`src/verilog/tmr_regs.svh`:
```
// Register offsets, field positions, codes and reset values of the 8-bit timer
`ifndef TMR_REGS_SVH
`define TMR_REGS_SVH

// Register byte addresses
`define TMR_CTRL_ADDR 12'h000
`define TMR_MATCH_ADDR 12'h004
`define TMR_STAT_ADDR 12'h008
`define TMR_MASK_ADDR 12'h00c

// Control register fields
`define TMR_CS_LSB 0
`define TMR_CS_MSB 2
`define TMR_EDGE_BIT 3
`define TMR_RUN_BIT 4
`define TMR_MODE_LSB 5
`define TMR_MODE_MSB 6
`define TMR_FF_LSB 7
`define TMR_FF_MSB 8
`define TMR_CTRL_W 9
`define TMR_CTRL_RST 9'h180

// Mode field codes
`define TMR_MODE_TIMER 2'h0
`define TMR_MODE_EVENT 2'h1
`define TMR_MODE_DIV 2'h2
`define TMR_MODE_PWM 2'h3

// Flip-flop control field codes
`define TMR_FF_CLEAR 2'h0
`define TMR_FF_SET 2'h1
`define TMR_FF_KEEP 2'h3

// Status and mask layout
`define TMR_STAT_MATCH 0
`define TMR_STAT_FF 1
`define TMR_STAT_CNT_LSB 8
`define TMR_STAT_CNT_MSB 15

// Source clock codes and prescaler exponents (pclk taken as fc)
`define TMR_CS_SLOW 3'h0
`define TMR_CS_FAST_MIN 3'h5
`define TMR_EXP_0 4'hb
`define TMR_EXP_1 4'h7
`define TMR_EXP_2 4'h3
`define TMR_EXP_4 4'h5
`define TMR_EXP_5 4'h2
`define TMR_EXP_6 4'h1
`define TMR_EXP_7 4'h0
`define TMR_PRESC_W 11

// Counter limits
`define TMR_CNT_ZERO 8'h00
`define TMR_CNT_MAX 8'hff

`endif

```
`src/verilog/tmr_pkg.sv`:
```
// Types shared by the 8-bit timer files
package tmr_pkg;
	typedef enum logic [1:0] {tmr_timer, tmr_event, tmr_divider, tmr_pwm} tmr_mode_t;
endpackage

```
`src/verilog/tmr_clk_sel.sv`:
```
// Prescaler and source clock selection producing a one-cycle count tick
`timescale 1ns/10ps
`default_nettype none
`include "tmr_regs.svh"

module tmr_clk_sel (
	// Clock and reset
	input wire logic pclk,
	input wire logic presetn,
	input wire logic ce,
	// Control
	input wire logic run,
	input wire logic [2:0] sel,
	input wire logic pwm_mode,
	input wire logic low_freq,
	// Tick out
	output logic tick
);
	logic [`TMR_PRESC_W-1:0] presc;
	logic [`TMR_PRESC_W-1:0] next_presc;
	logic [`TMR_PRESC_W-1:0] mask;
	logic [3:0] expo;
	logic valid;
	logic allowed;

	// Exponent per source code; code 011 has no source
	always_comb begin
		valid = 1'b1;
		case (sel)
			3'h0: expo = `TMR_EXP_0;
			3'h1: expo = `TMR_EXP_1;
			3'h2: expo = `TMR_EXP_2;
			3'h4: expo = `TMR_EXP_4;
			3'h5: expo = `TMR_EXP_5;
			3'h6: expo = `TMR_EXP_6;
			3'h7: expo = `TMR_EXP_7;
			default: begin
				expo = `TMR_EXP_7;
				valid = 1'b0;
			end
		endcase
	end

	// Fast codes only feed PWM; slow operation only offers code 000
	assign allowed = valid && (sel < `TMR_CS_FAST_MIN || pwm_mode) && (!low_freq || sel == `TMR_CS_SLOW);
	assign mask = ~({`TMR_PRESC_W{1'b1}} << expo);
	assign tick = run && allowed && ((presc & mask) == mask);

	// Prescaler restarts from zero on every start, so the first period is whole
	always_comb begin
		next_presc = presc;
		if (!run)
			next_presc = '0;
		else
			next_presc = presc + 1'b1;
	end

	always_ff @(posedge pclk or negedge presetn) begin
		if (!presetn)
			presc <= '0;
		else if (ce)
			presc <= next_presc;
	end
endmodule
`default_nettype wire

```
`src/verilog/tmr_event_sync.sv`:
```
// Event pin synchroniser with selectable edge detection
`timescale 1ns/10ps
`default_nettype none

module tmr_event_sync (
	// Clock and reset
	input wire logic pclk,
	input wire logic presetn,
	input wire logic ce,
	// Pin and edge choice
	input wire logic event_input_pin,
	input wire logic edge_select,
	// Detected edge
	output logic event_pulse
);
	logic sync1;
	logic sync2;
	logic prev;

	// Two stages before use; the pin is asynchronous to pclk
	always_ff @(posedge pclk or negedge presetn) begin
		if (!presetn) begin
			sync1 <= 1'b0;
			sync2 <= 1'b0;
			prev <= 1'b0;
		end else if (ce) begin
			sync1 <= event_input_pin;
			sync2 <= sync1;
			prev <= sync2;
		end
	end

	// Pulses shorter than one clock may be missed
	assign event_pulse = ce && (edge_select ? (prev && !sync2) : (!prev && sync2));
endmodule
`default_nettype wire

```
`src/verilog/tmr_timer8.sv`:
```
// 8-bit timer/counter with divider and PWM output, APB register slave
//
// What this block does
// - Control and match registers are write-only and read as zero.
// - Reset leaves the match value untouched; only writes change it.
// - Timer mode counts internal ticks, on match interrupts, clears, continues.
// - Timer codes 000, 001, 010, 100; slow operation allows only 000.
// - Event mode counts pin edges, on match interrupts, clears, continues.
// - Divider mode toggles flip-flop on match, clears, interrupts each toggle.
// - Flip-flop resets to 0 and software may preset it.
// - PWM toggles on match, toggles again at overflow, clears and interrupts.
// - Inverted flip-flop drives the shared pin in divider and PWM modes.
// - PWM match value is double-buffered, taken at the end of each period.
// - Setting the run bit copies the first PWM value to the compare stage.
`timescale 1ns/10ps
`default_nettype none
`include "tmr_regs.svh"

module tmr_timer8 (
	// Clock, enable and reset
	input wire logic pclk,
	input wire logic presetn,
	input wire logic ce,
	// APB slave
	input wire logic psel,
	input wire logic penable,
	input wire logic pwrite,
	input wire logic [11:0] paddr,
	input wire logic [31:0] pwdata,
	output logic [31:0] prdata,
	output logic pready,
	output logic pslverr,
	// Pins
	input wire logic event_input_pin,
	input wire logic low_freq_mode,
	output logic shared_port_pin,
	// Interrupt
	output logic match_interrupt
);
	// Register state
	logic [`TMR_CTRL_W-1:0] pwm_timer_control;
	logic [`TMR_CTRL_W-1:0] next_pwm_timer_control;
	logic [7:0] match_value_register;
	logic [7:0] next_match_value_register;
	logic [1:0] status;
	logic [1:0] next_status;
	logic [1:0] mask;
	logic [1:0] next_mask;
	logic [31:0] next_prdata;

	// Core state
	logic [7:0] count;
	logic [7:0] next_count;
	logic [7:0] active_match;
	logic [7:0] next_active_match;
	logic output_flipflop;
	logic next_output_flipflop;
	logic run_prev;
	logic next_run_prev;

	// Synchroniser for the slow operation pin
	logic slow_s1;
	logic slow_s2;

	// Decoded control and bus strobes
	logic run_bit;
	logic edge_select;
	logic [2:0] clock_select_field;
	logic [1:0] flipflop_ctrl_field;
	tmr_pkg::tmr_mode_t mode;
	logic wr_en;
	logic rd_setup;
	logic ctrl_wr;
	logic match_wr;
	logic stat_wr;
	logic mask_wr;
	logic addr_ok;
	logic clk_tick;
	logic ev_pulse;
	logic step;
	logic match_evt;
	logic [7:0] count_inc;

	// Control field decode
	assign run_bit = pwm_timer_control[`TMR_RUN_BIT];
	assign edge_select = pwm_timer_control[`TMR_EDGE_BIT];
	assign clock_select_field = pwm_timer_control[`TMR_CS_MSB:`TMR_CS_LSB];
	assign flipflop_ctrl_field = pwm_timer_control[`TMR_FF_MSB:`TMR_FF_LSB];

	// Mode field to operating mode
	always_comb begin
		case (pwm_timer_control[`TMR_MODE_MSB:`TMR_MODE_LSB])
			`TMR_MODE_TIMER: mode = tmr_pkg::tmr_timer;
			`TMR_MODE_EVENT: mode = tmr_pkg::tmr_event;
			`TMR_MODE_DIV: mode = tmr_pkg::tmr_divider;
			`TMR_MODE_PWM: mode = tmr_pkg::tmr_pwm;
			default: mode = tmr_pkg::tmr_timer;
		endcase
	end

	// Slow operation level crosses in through two flops
	always_ff @(posedge pclk or negedge presetn) begin
		if (!presetn) begin
			slow_s1 <= 1'b0;
			slow_s2 <= 1'b0;
		end else if (ce) begin
			slow_s1 <= low_freq_mode;
			slow_s2 <= slow_s1;
		end
	end

	// Internal source clock
	tmr_clk_sel u_clk_sel (
		.pclk(pclk),
		.presetn(presetn),
		.ce(ce),
		.run(run_bit),
		.sel(clock_select_field),
		.pwm_mode(mode == tmr_pkg::tmr_pwm),
		.low_freq(slow_s2),
		.tick(clk_tick)
	);

	// External event edges
	tmr_event_sync u_event (
		.pclk(pclk),
		.presetn(presetn),
		.ce(ce),
		.event_input_pin(event_input_pin),
		.edge_select(edge_select),
		.event_pulse(ev_pulse)
	);

	// APB decode; registers answer without wait states while enabled
	assign pready = ce;
	assign wr_en = psel && penable && pwrite && ce;
	assign rd_setup = psel && !penable && !pwrite && ce;
	assign addr_ok = (paddr == `TMR_CTRL_ADDR) || (paddr == `TMR_MATCH_ADDR) ||
		(paddr == `TMR_STAT_ADDR) || (paddr == `TMR_MASK_ADDR);
	assign pslverr = psel && penable && !addr_ok;
	assign ctrl_wr = wr_en && (paddr == `TMR_CTRL_ADDR);
	assign match_wr = wr_en && (paddr == `TMR_MATCH_ADDR);
	assign stat_wr = wr_en && (paddr == `TMR_STAT_ADDR);
	assign mask_wr = wr_en && (paddr == `TMR_MASK_ADDR);

	// Count step comes from the pin in event mode, else from the prescaler
	assign step = run_bit && ((mode == tmr_pkg::tmr_event) ? ev_pulse : clk_tick);
	assign count_inc = count + 1'b1;

	// Counter, compare stage and output flip-flop
	always_comb begin
		next_count = count;
		next_active_match = active_match;
		next_output_flipflop = output_flipflop;
		next_run_prev = run_bit;
		match_evt = 1'b0;
		if (!run_bit) begin
			next_count = `TMR_CNT_ZERO;
		end else if (!run_prev) begin
			// First start takes the written value straight into the compare stage
			next_active_match = match_value_register;
			next_count = `TMR_CNT_ZERO;
		end else if (step) begin
			case (mode)
				tmr_pkg::tmr_timer, tmr_pkg::tmr_event: begin
					if (count_inc == match_value_register) begin
						next_count = `TMR_CNT_ZERO;
						match_evt = 1'b1;
					end else begin
						next_count = count_inc;
					end
				end
				tmr_pkg::tmr_divider: begin
					if (count_inc == match_value_register) begin
						next_count = `TMR_CNT_ZERO;
						next_output_flipflop = !output_flipflop;
						match_evt = 1'b1;
					end else begin
						next_count = count_inc;
					end
				end
				tmr_pkg::tmr_pwm: begin
					// Full 8-bit wrap gives a 256 tick period
					next_count = count_inc;
					if (count == `TMR_CNT_MAX) begin
						next_output_flipflop = !output_flipflop;
						next_active_match = match_value_register;
						match_evt = 1'b1;
					end else if (count_inc == active_match) begin
						next_output_flipflop = !output_flipflop;
					end
				end
				default: next_count = count_inc;
			endcase
		end
		// Software preset of the flip-flop, meant only while stopped
		if (ctrl_wr) begin
			case (pwdata[`TMR_FF_MSB:`TMR_FF_LSB])
				`TMR_FF_CLEAR: next_output_flipflop = 1'b0;
				`TMR_FF_SET: next_output_flipflop = 1'b1;
				default: next_output_flipflop = next_output_flipflop;
			endcase
		end
	end

	always_ff @(posedge pclk or negedge presetn) begin
		if (!presetn) begin
			count <= `TMR_CNT_ZERO;
			active_match <= `TMR_CNT_ZERO;
			output_flipflop <= 1'b0;
			run_prev <= 1'b0;
		end else if (ce) begin
			count <= next_count;
			active_match <= next_active_match;
			output_flipflop <= next_output_flipflop;
			run_prev <= next_run_prev;
		end
	end

	// Match value keeps its content across reset, so it has no reset branch
	always_comb begin
		next_match_value_register = match_value_register;
		if (match_wr)
			next_match_value_register = pwdata[7:0];
	end

	always_ff @(posedge pclk) begin
		if (ce)
			match_value_register <= next_match_value_register;
	end

	// Control, status and mask; a new event beats a same-cycle clear
	always_comb begin
		next_pwm_timer_control = pwm_timer_control;
		next_mask = mask;
		next_status = status;
		if (ctrl_wr)
			next_pwm_timer_control = pwdata[`TMR_CTRL_W-1:0];
		if (mask_wr)
			next_mask = pwdata[1:0];
		if (stat_wr)
			next_status = status & ~pwdata[1:0];
		if (match_evt)
			next_status[`TMR_STAT_MATCH] = 1'b1;
	end

	// Read data; write-only registers answer zero
	always_comb begin
		next_prdata = prdata;
		if (rd_setup) begin
			next_prdata = '0;
			case (paddr)
				`TMR_CTRL_ADDR: next_prdata = '0;
				`TMR_MATCH_ADDR: next_prdata = '0;
				`TMR_STAT_ADDR: begin
					next_prdata[`TMR_STAT_MATCH] = status[`TMR_STAT_MATCH];
					next_prdata[`TMR_STAT_FF] = output_flipflop;
					next_prdata[`TMR_STAT_CNT_MSB:`TMR_STAT_CNT_LSB] = count;
				end
				`TMR_MASK_ADDR: next_prdata[1:0] = mask;
				default: next_prdata = '0;
			endcase
		end
	end

	always_ff @(posedge pclk or negedge presetn) begin
		if (!presetn) begin
			pwm_timer_control <= `TMR_CTRL_RST;
			mask <= 2'h0;
			status <= 2'h0;
			prdata <= 32'h0000_0000;
		end else if (ce) begin
			pwm_timer_control <= next_pwm_timer_control;
			mask <= next_mask;
			status <= next_status;
			prdata <= next_prdata;
		end
	end

	// Level interrupt while an unmasked status bit stands
	assign match_interrupt = |(status & mask);

	// Pin shows the inverted flip-flop only when a waveform mode is active
	assign shared_port_pin = ((mode == tmr_pkg::tmr_divider) || (mode == tmr_pkg::tmr_pwm)) ?
		!output_flipflop : 1'b1;
endmodule
`default_nettype wire

```
`config.mk`:
```
export PLATFORM = sky130hd
export DESIGN_NAME = tmr_timer8
export DESIGN_NICKNAME = d
export VERILOG_FILES = /design/src/verilog/tmr_pkg.sv /design/src/verilog/tmr_clk_sel.sv /design/src/verilog/tmr_event_sync.sv /design/src/verilog/tmr_timer8.sv
export VERILOG_INCLUDE_DIRS = /design/src /design/src/verilog
export SDC_FILE = /design/constraint.sdc
export NUM_CORES = 1
export LEC_CHECK = 0
export BUFFER_PORTS_ARGS = -buffer_cell sky130_fd_sc_hd__buf_2
export CAP_MARGIN = 20
export CORE_ASPECT_RATIO = 0.7
export CORE_UTILIZATION = 35
export CTS_CLUSTER_SIZE = 25
export DETAILED_ROUTE_END_ITERATION = 10
export GPL_ROUTABILITY_DRIVEN = 0
export PLACE_DENSITY = 0.65
export SYNTH_ARGS = -nofsm -noshare
export SYNTH_HDL_FRONTEND = slang
export SYNTH_HIERARCHICAL = 1
export SYNTH_SLANG_ARGS = --single-unit
```
`constraint.sdc`:
```
create_clock -name pclk -period 3.85 [get_ports pclk]
set_clock_uncertainty 0.2 [all_clocks]
set_input_delay 0.5775 -clock pclk [delete_from_list [all_inputs] [get_ports pclk]]
set_output_delay 0.5775 -clock pclk [all_outputs]
set_load 0.005 [all_outputs]
```
* Word level (Yosys, flattened, before mapping)
Cells that the tools add are included.
Word-level totals: logic and storage cells 133, output and inout bits 36, input port bits 52, bits in registers 63
Cells by class: reduce and logical (&&, ||, !) cells 49, multiplexer cells 35, shifts and indexed selects 1, $lt $le $gt $ge 1, add/subtract/negate cells 2, bitwise logic cells 5, eq/ne operators 24
Operator list (count):
- 8-bit two-way mux | 9
- 12-bit by 4-bit == test with 1-bit output (second input constant) | 2
- 4-bit one-hot mux with 6 select lines | 1
- 1-bit logical AND | 19
- 1-bit two-way mux | 18
- 8-bit == test | 2
- 8-bit one-hot mux with 2 select lines | 1
- 2-bit AND reduction | 7
- 12-bit by 3-bit == test with 1-bit output (second input constant) | 1
- 3-bit == test (second input constant) | 4
- 12-bit logical NOT | 1
- 11-bit by 1-bit adder with 11-bit output (second input constant) | 1
- 11-bit AND | 1
- 11-bit == test | 1
- 11-bit two-way mux | 1
- 11-bit NOT | 1
- 11-bit by 4-bit << shifter with 11-bit output (first input constant) | 1
- 8-bit by 1-bit adder with 8-bit output (second input constant) | 1
- 2-bit == test (second input constant) | 4
- 8-bit == test (second input constant) | 1
- 2-bit one-hot mux with 4 select lines | 1
- 1-bit logical NOT | 7
- 7-bit OR reduction | 1
- 2-bit by 1-bit == test with 1-bit output (second input constant) | 3
- other kinds (16) | 28

* Depth between registers and ports, before layout
Gate-level depths: netlist (run 1).
word-level depth 15, mapped depth 13, gate-level depth less buffers 13

* Modules after synthesis
The synthesis (run 1) kept the hierarchy.
Modules (own cells, without submodules):
- tmr_timer8 | area each 2753.9 µm², cells each 256, seq. area each 1266.2 µm², instances 1
- tmr_clk_sel | area each 624.3 µm², cells each 71, seq. area each 275.3 µm², instances 1
- tmr_event_sync | area each 132.6 µm², cells each 9, seq. area each 75.1 µm², instances 1

* Least setup slack after synthesis (run 1)
Ideal clock, no wire load.
kind reg2reg, start point register pwm_timer_control[6], end point register output_flipflop, required time 3526 ps, arrival 2381 ps, stages on the path, launching flop included 14, clock period less this slack 2705 ps, path slack 1145 ps, setup time 124 ps, path buffers 0, path through dfrtp_1 > nand2_1 > inv_1 > nor2b_1 > o22ai_1 > nand4_1 > nor2_1 > nand3_1 > nor4_1 > nand3_1 > a2111oi_0 > a211oi_2 > mux2i_1 > a211o_1
On the way: cells in the longest elaborated chain, start to end 15, elaborated cells on any way between the ends 21, those cells by class eq/ne: 6; mux: 8; reduce/logical: 7
Ends and longest elaborated chain:
- from (decl) | line tmr_timer8.sv:41 | logic [`TMR_CTRL_W-1:0] pwm_timer_control;
- from (signal assigned) | line tmr_timer8.sv:268 | pwm_timer_control <= `TMR_CTRL_RST;
- from (signal assigned) | line tmr_timer8.sv:273 | pwm_timer_control <= next_pwm_timer_control;
- 2-bit == test (tied with other cells) | line tmr_timer8.sv:92 | case (pwm_timer_control[`TMR_MODE_MSB:`TMR_MODE_LSB])
- 2-bit one-hot mux with 4 select lines * | line tmr_timer8.sv:92
- 2-bit == test * | line tmr_timer8.sv:119 | .pwm_mode(mode == tmr_pkg::tmr_pwm),
- 1-bit logical OR * | line tmr_clk_sel.sv:45 | assign allowed = valid && (sel < `TMR_CS_FAST_MIN || pwm_mode) && (!low_freq || sel == `TMR_CS_SLOW);
- 1-bit logical AND * (2 in a row) | line tmr_clk_sel.sv:45
- 1-bit logical AND * (2 in a row) | line tmr_clk_sel.sv:47 | assign tick = run && allowed && ((presc & mask) == mask);
- via clk_tick | line tmr_timer8.sv:78 | logic clk_tick;
- 1-bit two-way mux * | line tmr_timer8.sv:147 | assign step = run_bit && ((mode == tmr_pkg::tmr_event) ? ev_pulse : clk_tick);
- 1-bit logical AND * | line tmr_timer8.sv:147
- 1-bit two-way mux * | line tmr_timer8.sv:163 | end else if (step) begin
- 1-bit two-way mux * | line tmr_timer8.sv:159 | end else if (!run_prev) begin
- 1-bit two-way mux * | line tmr_timer8.sv:157 | if (!run_bit) begin
- 1-bit one-hot mux with 2 select lines | line tmr_timer8.sv:198 | case (pwdata[`TMR_FF_MSB:`TMR_FF_LSB])
- 1-bit two-way mux * | line tmr_timer8.sv:197 | if (ctrl_wr) begin
- to (signal assigned) | line tmr_timer8.sv:215 | output_flipflop <= next_output_flipflop;
- to (decl) | line tmr_timer8.sv:56 | logic output_flipflop;
The timed path passes the listed nets; every way through them passes the cells marked *. A chain may end at the register's enable or synchronous reset.

* Final worst setup path (run 1)
Same ends and word-level chain as after synthesis.

==> reports/metrics.cfg, run 1 <==
[yosys]
netlist_instances = 336
synthDistinctLibCells = 55
synth_seq_cells = 63
syn_area_mm2 = 0.00351
async_flop_share_pct = 87.3
yosys_warnings = 6
avgSynthCellArea_um2 = 10.4
synth-edff-count = 8
yosysSeqAreaShare_pct = 46.0
synth_flop_cell = dfrtp_1

[clock_tree]
postCtsHoldBufs = 0
cts-buffers-inserted = 9
post_cts_buffers = 0
htree_levels = 3
cts-root-buf = clkbuf_16
clk_path_buf_depth = 2
clk_pin_slew_ns = 0.05
cts_resized = 0
clock_latency_ns = 0.33
tritoncts = done
cts.sink_count = 63

[timing]
rsz0062_at_grt = no
tns_ns = 0
final-setup-viol-count = 0
slew_violations = 0
period_share_pct = 86.3
fmax_ghz = 0.301
setup_slack_ns = 0.528
tightest_slew_ns = 0.790
relSlewSlack_pct = 47.0
period_needed_ns = 3.32
hold_viol = 0

[layout]
antennaDiodeCount = 0
final_common_cell = dfrtp_1
final_cells = 512
syn_to_final_growth_pct = 15.2
final_nets = 433
drive_gt1_share_pct = 25.0
final_cell_mix = dfrtp_1 (55), buf_2 (42), mux2_2 (25)

[drt]
vias_per_cell = 5.21
drtPass1Iterations = 4
routed_wirelength_mm = 7.53
wl_per_cell_um = 14.7
num_vias = 2667
drt_drc_violations_left = 0
drt-initial-drc-count = 97
ant_nets = 0

[floorplan]
fp.dieW_um = 122
coreArea_mm2 = 0.00972
pin_count = 88
die_y_um = 85.8
row_count = 30
start_util_pct = 36.1
die_area_mm2 = 0.0104

[setup_path]
worstPathRequired_ns = 3.86
critPathCaptureType = register
r2r_cells = 13
cp-start-kind = register
criticalPathCategory = register to register
crit_arrival_ns = 3.33
r2r_start = pwm_timer_control[6]$_DFFE_PN0P_
ff2ff_setup_slack_ns = 0.53
cp_max_fo = 7
worstSetupStartpoint = pwm_timer_control[6]$_DFFE_PN0P_

[outcome]
outcome = complete, no violations

[placed_design]
dp_hpwl_mm = 5.66
portBuffers = 42
place_inst = 494
place_ws_ns = 0.540

[grt]
antenna_found_initial = 0
grt_usage_pct = 15.6
grt_overflow = 0
grt_pass1_wl_mm = 12.4
grt_max_degree = 46
first_global_vias = 2437

[flow_run]
cap_violations = 0

[power]
vdd_drop_max_uv = 234
power_density_mw_per_mm2 = 368
p_leak_nw = 1.80

[hold_path]
holdCritPathClass = primary input to register
min-delay-start = pwdata[4]
whs_path_depth = 1

cell usage after synthesis (4+ instances only):
cell type / count / area, µm²
xor2_1: 8 / 70.1
nor2b_1: 7 / 43.8
dfrtp_1: 55 / 1380
nand4_1: 6 / 37.5
xnor2_1: 12 / 105
mux2i_1: 6 / 60.1
nor2_1: 20 / 75.1
nor3_1: 10 / 50.1
a22o_1: 11 / 96.3
a21oi_1: 7 / 35.0
edfxtp_1: 8 / 240
buf_2: 4 / 20.0
or3_1: 4 / 25.0
mux2_2: 25 / 282
nand2_1: 23 / 86.3
clkbuf_1: 5 / 18.8
a211oi_1: 4 / 30.0
nand3_1: 15 / 75.1
o21ai_0: 22 / 110
buf_4: 27 / 203
inv_1: 8 / 30.0
flip-flops by register name, indices dropped and copies added, names as in the netlist, 2 cells and up:
| register | count |
|---|---|
| match_value_register | 8 |
| status | 2 |
| mask | 2 |
| pwm_timer_control | 7 |
| active_match | 8 |
| count | 8 |
| u_clk_sel/presc | 11 |
| prdata | 10 |
critical path, cell delays in order (launching register included):
cell	delay (ns)
dfrtp_1	0.39
nand2_1	0.20
inv_1	0.14
nor2b_1	0.06
o22ai_1	0.12
nand4_1	0.11
nor2_1	0.19
nand3_1	0.17
nor4_1	0.32
nand3_1	0.12
a2111oi_0	0.58
a211oi_2	0.14
mux2i_1	0.16
a211o_1	0.30
path summary, 6_finish.rpt:
| kind | end |
|---|---|
| max in group asynchronous | count[3]$_DFFE_PN0P_ |
| min in group asynchronous | prdata[9]$_DFFE_PN0P_ |
| min | match_value_register[4]$_DFFE_PP_ |
| max reg2reg | output_flipflop$_DFFE_PN0P_ |
| min reg2reg | prdata[0]$_DFFE_PN0P_ |
| max | output_flipflop$_DFFE_PN0P_ |
cell type report:
| type | instances | area [µm²] |
|---|---|---|
| timing repair buffer | 48 | 270 |
| sequential | 63 | 1620 |
| fill | 929 | 5680 |
| multi-input combinational | 249 | 1690 |
| inverter | 8 | 30.0 |
| clock inverter | 3 | 17.5 |
| tap | 128 | 160 |
| clock buffer | 13 | 260 |
cell families after synthesis:
| logic type | after synthesis | share of synthesized area, % |
|---|---|---|
| AOI/OAI and AO/OA | 66 | 13.5 |
| xor gates and xnor gates | 21 | 5.45 |
| adders and majority gates | 2 | 0.713 |
| buffers and inverters | 45 | 8.05 |
| DFF | 63 | 46.0 |
| muxes | 31 | 9.73 |
| other | 1 | 0.107 |
| and+or+nand+nor | 107 | 16.4 |
routing by layer:
layer  vias up  routed length, µm  global-route usage [%]
li1       1267                  -                       -
met1      1306               4040                    23.5
met2        86               2970                    20.8
met3         8                428                    4.65
met4         0                 95                    5.50
met5         -                  0                       0
power breakdown:
group	internal, mW	total, mW	switching (mW)
Combinational	0.0267	0.0645	0.0378
Clock	0.468	0.735	0.267
Sequential	0.683	0.690	0.00711
Total	1.18	1.49	0.312
through the flow:
stage / power (mW) / cell area (µm²) / util (%) / hold WS (ns)
6_report: 1.49 / 4050 / 41.6 / 0.241
3_5_place_dp: 0.764 / 3740 / 38.4 / 0.278
3_3_place_gp: 0.760 / 3740 / 38.4 / 0.258
2_1_floorplan: 0.742 / 3590 / - / 0.0819
5_1_grt: 1.55 / 4050 / 41.6 / 0.237
4_1_cts: 1.51 / 4020 / 41.3 / 0.229
Note: power is estimated with default switching activity, not from simulation.
==> run 2: changes to the inputs <==
Settings changed: CAP_MARGIN 20 to not set, CORE_UTILIZATION 35 to 38, PLACE_DENSITY 0.65 to 0.69.
==> reports/metrics.cfg, run 2 (synthesized netlist as in run 1, its figures left out) <==
[outcome]
outcome = complete, no violations

[timing]
final-setup-viol-count = 0  ; unchanged
relSlewSlack_pct = 50.4  ; +3.5 points
period_needed_ns = 3.25  ; -0.0739 ns
setup_slack_ns = 0.602  ; +0.0739 ns
tns_ns = 0  ; unchanged
rsz0062_at_grt = no
period_share_pct = 84.4  ; -1.9 points
tightest_slew_ns = 0.738  ; -0.0518 ns
slew_violations = 0  ; unchanged
fmax_ghz = 0.308  ; +2.3%
hold_viol = 0  ; unchanged

[grt]
grt_overflow = 0  ; unchanged
grt_pass1_wl_mm = 11.8  ; -4.2%
grt_usage_pct = 16.9  ; +1.3 points
first_global_vias = 2367  ; -2.9%
grt_max_degree = 35  ; -24%
antenna_found_initial = 0  ; unchanged

[layout]
reg_top3 = u_clk_sel/presc x11, prdata x10
top_register = u_clk_sel/presc
final_cells = 502  ; -2.0%
final_common_cell = dfrtp_1
final_nets = 431  ; -0.46%
syn_to_final_growth_pct = 13.6
antennaDiodeCount = 0  ; unchanged
largest_register_ffs = 11  ; unchanged
drive_gt1_share_pct = 24.1  ; -0.92 points
final_cell_mix = dfrtp_1 (55), buf_2 (42), mux2_2 (25)
stdcell_area_mm2 = 0.00399  ; -1.4%

[power]
vdd_drop_max_uv = 226  ; -3.4%
power_density_mw_per_mm2 = 368  ; -0.21%
p_leak_nw = 1.78  ; -1.2%
power_mw = 1.47  ; -1.6%

[placed_design]
portBuffers = 42  ; unchanged
place_inst = 486  ; -1.6%
place_area_mm2 = 0.00373  ; -0.27%
dp_hpwl_mm = 5.50  ; -2.9%
place_ws_ns = 0.652  ; +0.112 ns

[drt]
num_vias = 2624  ; -1.6%
drtPass1Iterations = 4  ; unchanged
vias_per_cell = 5.23  ; +0.35%
routed_wirelength_mm = 7.39  ; -1.9%
wl_per_cell_um = 14.7  ; about the same
drt-initial-drc-count = 167  ; +72%
drt_drc_violations_left = 0  ; unchanged
ant_nets = 0  ; unchanged

[floorplan]
row_count = 28  ; -6.7%
fp.dieW_um = 117  ; -4.0%
die_area_mm2 = 0.00963  ; -7.7%
pin_count = 88  ; unchanged
die_y_um = 82.4  ; -3.9%
start_util_pct = 40.4  ; +4.3 points
coreArea_mm2 = 0.00869  ; -11%

[clock_tree]
cts-buffers-inserted = 9  ; unchanged
clock_latency_ns = 0.33  ; about the same
clk_path_buf_depth = 2  ; unchanged
htree_levels = 3  ; unchanged
postCtsHoldBufs = 0  ; unchanged
clk_pin_slew_ns = 0.05  ; about the same
tritoncts = done
post_cts_buffers = 0  ; unchanged
cts-root-buf = clkbuf_16
cts.sink_count = 63  ; unchanged
cts_resized = 0  ; unchanged

[setup_path]
path_buf_inv = 1  ; unchanged
cp_common_cell = nand3_1
critPathCaptureType = register
worstPathRequired_ns = 3.87  ; about the same
cp_slowest_cell = a2111oi_0
worstPathCellList = nand2_1, inv_1, nor2b_1, o22ai_1, nand4_1, nor2_1, nand3_1, nor4_1, nand3_1, a2111oi_0, a211oi_2, mux2i_1, a211o_1
crit_family = simple AND/OR/NAND/NOR gates
criticalPathCategory = register to register
cp_max_fo = 7  ; unchanged
cp-start-kind = register
slowest_delay_ns = 0.51  ; -0.07 ns
crit_arrival_ns = 3.26  ; -0.07 ns

[flow_run]
cap_violations = 0  ; unchanged

[hold_path]
holdCritPathClass = primary input to async pin

-- run 2: cell count changes in the layout (fill, tap and decap cells not counted) --
cell and delta:
clkinvlp_4 -1, dlygate4sd3_1 -1, clkinv_2 -1, buf_12 -1, clkbuf_1 +3, clkbuf_8 -1
-- run 2: cell type report --
class                           instances  area (µm²)
Fill cell                             840        4700
Multi-Input combinational cell        249        1690
Sequential cell                        63        1620
Clock buffer                           15         258
Timing Repair Buffer                   46         240
Tap cell                              120         150
Inverter                                8        30.0
Clock inverter                          1        5.00
-- run 2: where the power goes --
group,internal (mW),leakage (nW),total (mW),switching (mW)
Sequential,0.684,0.827,0.691,0.00723
Combinational,0.0239,0.823,0.0600,0.0361
Clock,0.452,0.128,0.716,0.264
Total,1.16,1.78,1.47,0.307
-- run 2: path summary, 6_finish.rpt --
path,start,slack (ns),depth (start not counted),endpoint
hold reg to reg,prdata[1]$_DFFE_PN0P_,0.27,2,prdata[1]$_DFFE_PN0P_
setup reg to reg,pwm_timer_control[6]$_DFFE_PN0P_,0.60,13,output_flipflop$_DFFE_PN0P_
setup / recovery,pwm_timer_control[6]$_DFFE_PN0P_,0.60,13,output_flipflop$_DFFE_PN0P_
min in group pclk,pwdata[6],0.24,1,match_value_register[6]$_DFFE_PP_
max in group asynchronous,presetn,2.57,2,u_clk_sel/presc[0]$_DFFE_PN0P_
hold / removal,presetn,0.10,1,prdata[0]$_DFFE_PN0P_
-- run 2: routing by layer --
metal	vias up	GRT usage (%)	share of wire, %
li1	1258	-	-
met1	1258	23.7	50
met2	100	23.7	40
met3	8	5.62	7.3
met4	0	7.22	1.7
met5	-	0	0
-- run 2: stage by stage --
| step | utilization (%) | hold slack, ns |
|---|---|---|
| final | 45.9 | 0.102 |
| after global routing | 45.9 | 0.168 |
| after CTS | 45.9 | 0.124 |
| after detailed placement | 42.9 | 0.264 |
| after global placement | 42.9 | 0.262 |
| after floorplan | - | 0.0819 |
